===== src/verilog/asrc_pkg.sv =====
// Package for the asynchronous static memory host controller
package asrc_pkg;
  localparam int ASRC_CLK_NS = 40;
  localparam int ASRC_ADDR_W = 19;
  localparam int ASRC_DATA_W = 8;
  // Slow grade figures in ns
  localparam int ASRC_READ_CYCLE_NS = 70;
  localparam int ASRC_ACCESS_NS = 70;
  localparam int ASRC_OE_ACCESS_NS = 35;
  localparam int ASRC_WRITE_PULSE_NS = 60;
  localparam int ASRC_DATA_OVERLAP_NS = 30;
  localparam int ASRC_WRITE_FLOAT_NS = 25;
  localparam int ASRC_HOLD_NS = 10;
  // Least times round up to whole cycles
  localparam int ASRC_READ_CYC = (ASRC_ACCESS_NS + ASRC_CLK_NS - 1) / ASRC_CLK_NS;
  localparam int ASRC_WP_MIN_NS = (ASRC_DATA_OVERLAP_NS + ASRC_WRITE_FLOAT_NS > ASRC_WRITE_PULSE_NS)
    ? ASRC_DATA_OVERLAP_NS + ASRC_WRITE_FLOAT_NS : ASRC_WRITE_PULSE_NS;
  localparam int ASRC_WRITE_CYC = (ASRC_WP_MIN_NS + ASRC_CLK_NS - 1) / ASRC_CLK_NS;
  localparam int ASRC_FLOAT_CYC = (ASRC_WRITE_FLOAT_NS + ASRC_CLK_NS - 1) / ASRC_CLK_NS;
  localparam logic [2:0] ASRC_CNT_W0 = 3'h0;
  typedef enum logic [2:0]
  {
    ASRC_IDLE = 3'b000,
    ASRC_READ = 3'b001,
    ASRC_WSET = 3'b010,
    ASRC_WPULSE = 3'b011,
    ASRC_WEND = 3'b100,
    ASRC_RECOVER = 3'b101
  } asrc_state_t;
endpackage


===== src/verilog/asrc_host.sv =====
// Host controller that drives a 512k by 8 asynchronous static memory
// Contract
// - Cycle no shorter than access time
// - Select low long enough before end
// - Address stable long enough before end
// - Address valid by write start
// - Write data valid before write end
// - Pulse covers overlap plus float delay
// - Never drive against driving memory
// - Select high before supply drops
`timescale 1ns/1ps
`default_nettype none
module asrc_host
  import asrc_pkg::*;
(
  input wire logic clk,
  input wire logic srst,
  input wire logic req_valid,
  output logic req_ready,
  input wire logic req_write,
  input wire logic [asrc_pkg::ASRC_ADDR_W-1:0] req_addr,
  input wire logic [asrc_pkg::ASRC_DATA_W-1:0] req_wdata,
  input wire logic retain_req,
  output logic retain_ok,
  output logic rsp_valid,
  output logic [asrc_pkg::ASRC_DATA_W-1:0] rsp_rdata,
  output logic [asrc_pkg::ASRC_ADDR_W-1:0] mem_addr,
  output logic mem_sel_n,
  output logic mem_oe_n,
  output logic mem_we_n,
  input wire logic [asrc_pkg::ASRC_DATA_W-1:0] mem_data_i,
  output logic [asrc_pkg::ASRC_DATA_W-1:0] mem_data_o,
  output logic mem_data_oe
);
  import asrc_pkg::*;

  asrc_state_t state;
  asrc_state_t next_state;
  logic [2:0] cnt;
  logic [2:0] next_cnt;
  logic [ASRC_DATA_W-1:0] sync1;
  logic [ASRC_DATA_W-1:0] sync2;
  logic [ASRC_DATA_W-1:0] sync3;
  wire cnt_done;
  wire start;

  assign cnt_done = (cnt == ASRC_CNT_W0);
  assign req_ready = (state == ASRC_IDLE) && !retain_req;
  assign start = req_valid && req_ready;

  // Read data passes three flops; the first feeds only the second
  always_ff @(posedge clk)
  begin
    sync1 <= mem_data_i;
    sync2 <= sync1;
    sync3 <= sync2;
  end

  always_comb
  begin
    next_state = state;
    next_cnt = cnt_done ? cnt : cnt - 3'h1;
    case (state)
      ASRC_IDLE:
      begin
        if (start && req_write)
        begin
          next_state = ASRC_WSET;
          next_cnt = ASRC_CNT_W0;
        end
        else if (start)
        begin
          // Wait access plus three sync stages before taking data
          next_state = ASRC_READ;
          next_cnt = 3'(ASRC_READ_CYC + 2);
        end
      end
      ASRC_READ:
        if (cnt_done)
          next_state = ASRC_IDLE;
      ASRC_WSET:
      begin
        // Address, data and select settle before the strobe falls
        next_state = ASRC_WPULSE;
        next_cnt = 3'(ASRC_WRITE_CYC - 1);
      end
      ASRC_WPULSE:
        if (cnt_done)
          next_state = ASRC_WEND;
      ASRC_WEND:
      begin
        next_state = ASRC_RECOVER;
        next_cnt = 3'(ASRC_FLOAT_CYC - 1);
      end
      ASRC_RECOVER:
        if (cnt_done)
          next_state = ASRC_IDLE;
      default:
        next_state = ASRC_IDLE;
    endcase
  end

  always_ff @(posedge clk)
  begin
    if (srst)
    begin
      state <= ASRC_IDLE;
      cnt <= ASRC_CNT_W0;
    end
    else
    begin
      state <= next_state;
      cnt <= next_cnt;
    end
  end

  // Pin drivers, all registered
  always_ff @(posedge clk)
  begin
    if (srst)
    begin
      mem_addr <= '0;
      mem_sel_n <= 1'b1;
      mem_oe_n <= 1'b1;
      mem_we_n <= 1'b1;
      mem_data_o <= '0;
      mem_data_oe <= 1'b0;
      rsp_valid <= 1'b0;
      rsp_rdata <= '0;
    end
    else
    begin
      rsp_valid <= 1'b0;
      if (start)
      begin
        mem_addr <= req_addr;
        mem_sel_n <= 1'b0;
        // Reads use output enable; writes keep it high
        mem_oe_n <= req_write;
        if (req_write)
          mem_data_o <= req_wdata;
        mem_data_oe <= req_write;
      end
      if (state == ASRC_WSET)
        mem_we_n <= 1'b0;
      if (state == ASRC_WPULSE && cnt_done)
        mem_we_n <= 1'b1;
      if (state == ASRC_WEND)
      begin
        // Data held one edge after strobe rises, then deselect
        mem_sel_n <= 1'b1;
        mem_data_oe <= 1'b0;
      end
      if (state == ASRC_READ && cnt_done)
      begin
        rsp_valid <= 1'b1;
        rsp_rdata <= sync3;
        mem_sel_n <= 1'b1;
        mem_oe_n <= 1'b1;
      end
    end
  end

  // Retention only granted while deselected and idle
  assign retain_ok = retain_req && (state == ASRC_IDLE) && mem_sel_n;
endmodule // asrc_host
`default_nettype wire


===== config.mk =====
export PLATFORM = sky130hd
export DESIGN_NAME = asrc_host
export DESIGN_NICKNAME = d
export VERILOG_FILES = /design/src/verilog/asrc_pkg.sv /design/src/verilog/asrc_host.sv
export SDC_FILE = /design/constraint.sdc
export NUM_CORES = 1
export LEC_CHECK = 0
export ABC_AREA = 0
export BUFFER_PORTS_ARGS = -buffer_cell sky130_fd_sc_hd__clkbuf_2
export CORE_UTILIZATION = 30
export CTS_BUF_LIST = sky130_fd_sc_hd__clkbuf_8
export CTS_CLUSTER_DIAMETER = 120
export DETAILED_ROUTE_END_ITERATION = 10
export GPL_TIMING_DRIVEN = 1
export HOLD_SLACK_MARGIN = 0.02
export PLACE_DENSITY = 0.62
export SYNTH_ARGS = -nofsm -noshare
export SYNTH_HDL_FRONTEND = slang
export SYNTH_SLANG_ARGS = --single-unit
export TNS_END_PERCENT = 20

===== constraint.sdc =====
create_clock -name clk -period 1.92 [get_ports clk]
set_clock_uncertainty 0.1 [all_clocks]
set_input_delay 0.096 -clock clk [delete_from_list [all_inputs] [get_ports clk]]
set_output_delay 0.096 -clock clk [all_outputs]
set_load 0.02 [all_outputs]

# [Word-level counts from Yosys, hierarchy flattened]
# Index checks and enable logic that the tools add are counted.
[totals] out_inout_bits=42 ff_bits=70 word_cells=49 inputBits=40
[op_classes] n_reduce_logical=17 eq_ne=8 muxes=10 n_addsub=1
[op_table] operator="$mux 3" count=7
[op_table] operator="$pmux 3 s5" count=1
[op_table] operator="$pmux 3 s3" count=1
[op_table] operator="$reduce_or 2->1" count=4
[op_table] operator="$logic_and 1x1->1" count=7
[op_table] operator="$eq 3x2->1 const B" count=2
[op_table] operator="$eq 3x3->1 const B" count=2
[op_table] operator="$logic_not 3->1" count=2
[op_table] operator="$eq 3x1->1 const B" count=1
[op_table] operator="$ne 3x2->1 const B" count=1
[op_table] operator="$reduce_and 3->1" count=1
[op_table] operator="$reduce_or 3->1" count=1
[op_table] operator="$sub 3x1->3 const B" count=1
[op_table] operator="$ne 2x1->1 const B" count=1
[op_table] operator="$ne 2x2->1 const B" count=1
[op_table] operator="$reduce_and 2->1" count=1
[op_table] operator="$logic_not 1->1" count=1
[op_table] operator="$mux 1" count=1

# [Logic depth before layout (Yosys ltp)]
[depth] word_depth=6 mapped_depth=7 mapped_depth_nobuf=6

# [Least setup slack after synthesis]
# OpenSTA, ideal clock, no wires.
[synth_timing] path_kind="reg2reg" startpoint="register cnt[0]" endpoint="register rsp_rdata[0] (netlist bit)" required_time_ps=1759 period_less_slack_ps=1606 slack_ps=314 stages_incl_launch_ff=7 setup_ps=61 n_path_buf=1 arrival_time_ps=1445 path_cell_list="dfxtp_1 -> inv_1 -> ha_1 -> nor2b_1 -> buf_2 -> a31oi_1 -> a22o_1"
[synth_via] elab_chain_len=2
[synth_rtl] element="start: declaration" line="asrc_host.sv:39" rtl="logic [2:0] cnt;"
[synth_rtl] element="start signal: assignment" line="asrc_host.sv:113" rtl="cnt <= next_cnt;"
[synth_rtl] element="$logic_not 3->1" line="asrc_host.sv:47" rtl="assign cnt_done = (cnt == ASRC_CNT_W0);"
[synth_rtl] element="$logic_and 1x1->1" line="asrc_host.sv:154" rtl="if (state == ASRC_READ && cnt_done)"
[synth_rtl] element="end signal: assignment" line="asrc_host.sv:157" rtl="rsp_rdata <= sync3;"
[synth_rtl] element="end: declaration" line="asrc_host.sv:26" rtl="output logic [asrc_pkg::ASRC_DATA_W-1:0] rsp_rdata,"
# No other way between the ends.
# A chain may end at the register's enable or synchronous reset.

# [Worst setup path after layout]
[layout_timing] startpoint="register state[2]" endpoint="output port req_ready"
[layout_via] elab_chain_len=2
[layout_rtl] element="start: declaration" line="asrc_host.sv:37" rtl="asrc_state_t state;"
[layout_rtl] element="start signal: assignment" line="asrc_host.sv:112" rtl="state <= next_state;"
[layout_rtl] element="$logic_not 3->1" line="asrc_host.sv:48" rtl="assign req_ready = (state == ASRC_IDLE) && !retain_req;"
[layout_rtl] element="$logic_and 1x1->1" line="asrc_host.sv:48"
[layout_rtl] element="end: declaration" line="asrc_host.sv:19" rtl="output logic req_ready,"
# No other way between the ends.

==> impl_metrics.toml <==
[drt]
post_drt_via_cell_ratio = 4.31
first_iter_violations = 67
routedWlPerCell_um = 11.2
wl_mm = 5.03
ant_nets = 0
via_count = 1936
drc = 0
firstDrtPassIters = 4

[yosys]
synth_top_cell_area_share = 0.629
syn_nets = 265
synthAdderAreaFrac = 0.0112
seq_area_frac_synth = 0.629
yosysMostFrequentCell = "dfxtp_1"
synthSimpleGateAreaFrac = 0.166
synth_common_cells = "dfxtp_1 (70), nand2_1 (57), a21oi_1 (37), a22o_1 (8), nor2_1 (8)"
yosysWarnings = 0
synth-compound-area-share = 0.146
yosys-mux-area-fraction = 0.00955
syn_area_per_cell_sq_um = 9.99
yosys.area.top_type = "dfxtp_1"
yosys-top-cells-area = "dfxtp_1 (63%), nand2_1 (9.6%), a21oi_1 (8.3%), a22o_1 (3.1%), nor2_1 (1.3%)"
synthArstFlopShare = 0
synth_top_family_by_area = "simple AND/OR/NAND/NOR gates"
syn_inst = 223
synthDistinctLibCells = 33
synth_area_sq_um = 2230
synth_xor_area_frac = 0.00393
synth_ff_type = "dfxtp_1"
synth-edff-count = 0
synth.ff_latch_count = 70

[placed_design]
placedInstanceArea_sq_um = 2740
globalplace.congestion = 0.751
dp_hpwl_mm = 3.22
post-place-ws_ns = 0.241
io_buffer_count = 81
placedCellCount = 398

[grt]
grt_pass1_wl_mm = 7.76
grt_max_degree = 26
grt_overflow_total = 0
antenna_found_initial = 0
first_global_vias = 1705
track_usage = 0.134

[layout]
fillers = 725
antenna_cells = 0
finalInstanceArea_sq_um = 3270
finalNetCount = 387
layout.cells.non_filler = 449
area_growth_pct = 46.9
drive_above_1_share = 0.317

[sta]
post-route-min-period_ns = 1.78
post-route-period-util = 0.925
finalHoldViolCount = 0
final-setup-viol-count = 0
relSlewSlack = 0.665
fmax_mhz = 563
setup_slack_ns = 0.143
tightest_slew_ns = 0.499
rsz0062_at_grt = "false"
whs_ns = 0.0360
fin_tns_setup_ns = 0
slew_violations = 0

[critical_path]
cp.arrival_ns = 1.58
critPathMaxFanout = 10
start_kind = "flop"
path_delay_family = "simple AND/OR/NAND/NOR gates"
path_class = "reg2out"
cp.required_ns = 1.72
crit_start = "state[2]$_SDFFE_PP0P_"
worst-path-buf-inv = 1
regToRegStartpoint = "cnt[0]$_SDFF_PP0_"
path_cells = "or3_4, nor2_1, clkbuf_2"
cpPeakStageDelay_ns = 0.48
end_kind = "output port"
crit_slowest_cell = "or3_4"

[clock_tree]
clock_path_buffers = 2
cts.sinks = 70
cts_tree = "yes"
cts.clk_slew.worst_paths_ns = 0.08
cts_setup_buffers = 0
clk_latency_ns = 0.34
cts_max_level = 3
cts_root_buf = "clkbuf_8"
postCtsHoldBufs = 35
cts-resized-gates = 0
cts_made_buffers = 9

[floorplan]
dieArea_sq_um = 7770
top_level_ports = 82
rows = 31
fp.dieH_um = 88.2
initial_utilization = 0.309
die_w_um = 88.2
core-area_sq_um = 7210

[job]
maxCapViolations = 0

[worst_hold_path]
hp-class = "in2reg"
hold_start = "srst"

[power]
max-vdd-ir-drop_v = 0.000590
powerDensity_nw_per_um2 = 1050
p_leak_nw = 1.44

[status]
status = "complete, no violations"
-- through the flow --
| step | power (mW) | util |
|---|---|---|
| floorplan | 2.11 | - |
| CTS | 3.47 | 0.454 |
| detailed placement | 2.32 | 0.380 |
| global route | 3.61 | 0.454 |
| finish | 3.43 | 0.454 |
| global placement | 2.31 | 0.380 |
-- state kept, by name, summed over array words and instances, names as in the netlist, 3 cells and up --
signal      cells
sync2           8
rsp_rdata       8
mem_addr       19
mem_data_o      8
sync3           8
sync1           8
state           3
cnt             3
-- cells in the final DEF (no fill, tap or decap), types with 2 or more instances in the layout --
master | netlist | final
clkbuf_8 | 0 | 9
ha_1 | 2 | 2
inv_1 | 2 | 2
o21ai_0 | 2 | 2
clkinvlp_4 | 0 | 2
inv_6 | 0 | 2
and3_1 | 2 | 2
dfxtp_1 | 70 | 70
buf_4 | 1 | 7
nor2b_1 | 4 | 4
dlygate4sd3_1 | 0 | 35
clkbuf_2 | 0 | 81
a21oi_1 | 37 | 37
nand2_1 | 57 | 57
a22o_1 | 8 | 8
nor3_1 | 2 | 2
nor2_1 | 8 | 8
-- final timing paths --
path                          endpoint  slack [ns]  depth (start not counted)
max reg2reg  rsp_rdata[7]$_SDFFE_PP0P_        0.20                          6
max                          req_ready        0.14                          3
min           mem_addr[3]$_SDFFE_PP0P_        0.04                          2
min reg2reg           sync2[6]$_DFF_P_        0.23                          0
-- cell families (layout without fill, tap and decap cells) --
family,after synthesis,in the layout
AND/OR/NAND/NOR,80,80
flip-flops,70,70
AO/OA/AOI/OAI,54,54
buffers and inverters,14,141
adder cells (fa/ha/maj),2,2
multiplexers,2,2
XOR/XNOR,1,1
-- per-layer routing --
| metal | vias to the layer above | track usage | part of all wire |
|---|---|---|---|
| met1 | 888 | 0.147 | 0.42 |
| met4 | 0 | 0.0616 | 0.015 |
| met5 | - | 0 | 0 |
| li1 | 994 | - | - |
| met3 | 9 | 0.0490 | 0.041 |
| met2 | 45 | 0.230 | 0.52 |
-- power by group --
group          total (mW)  internal [mW]  switching, mW
Clock                1.08          0.486          0.592
Sequential           1.63           1.57         0.0641
Combinational       0.717          0.325          0.392
-- area by class of cell --
class                      count  area, sq um  area share
sequential                    70         1400       0.428
multi-input combinational    139          749       0.229
tap                           99          124      0.0379
inverter                       2         7.51     0.00229
timing repair buffer         123          808       0.247
clock buffer                   9          124      0.0379
clock inverter                 7         57.6      0.0176
(Power assumes the default switching activity.)
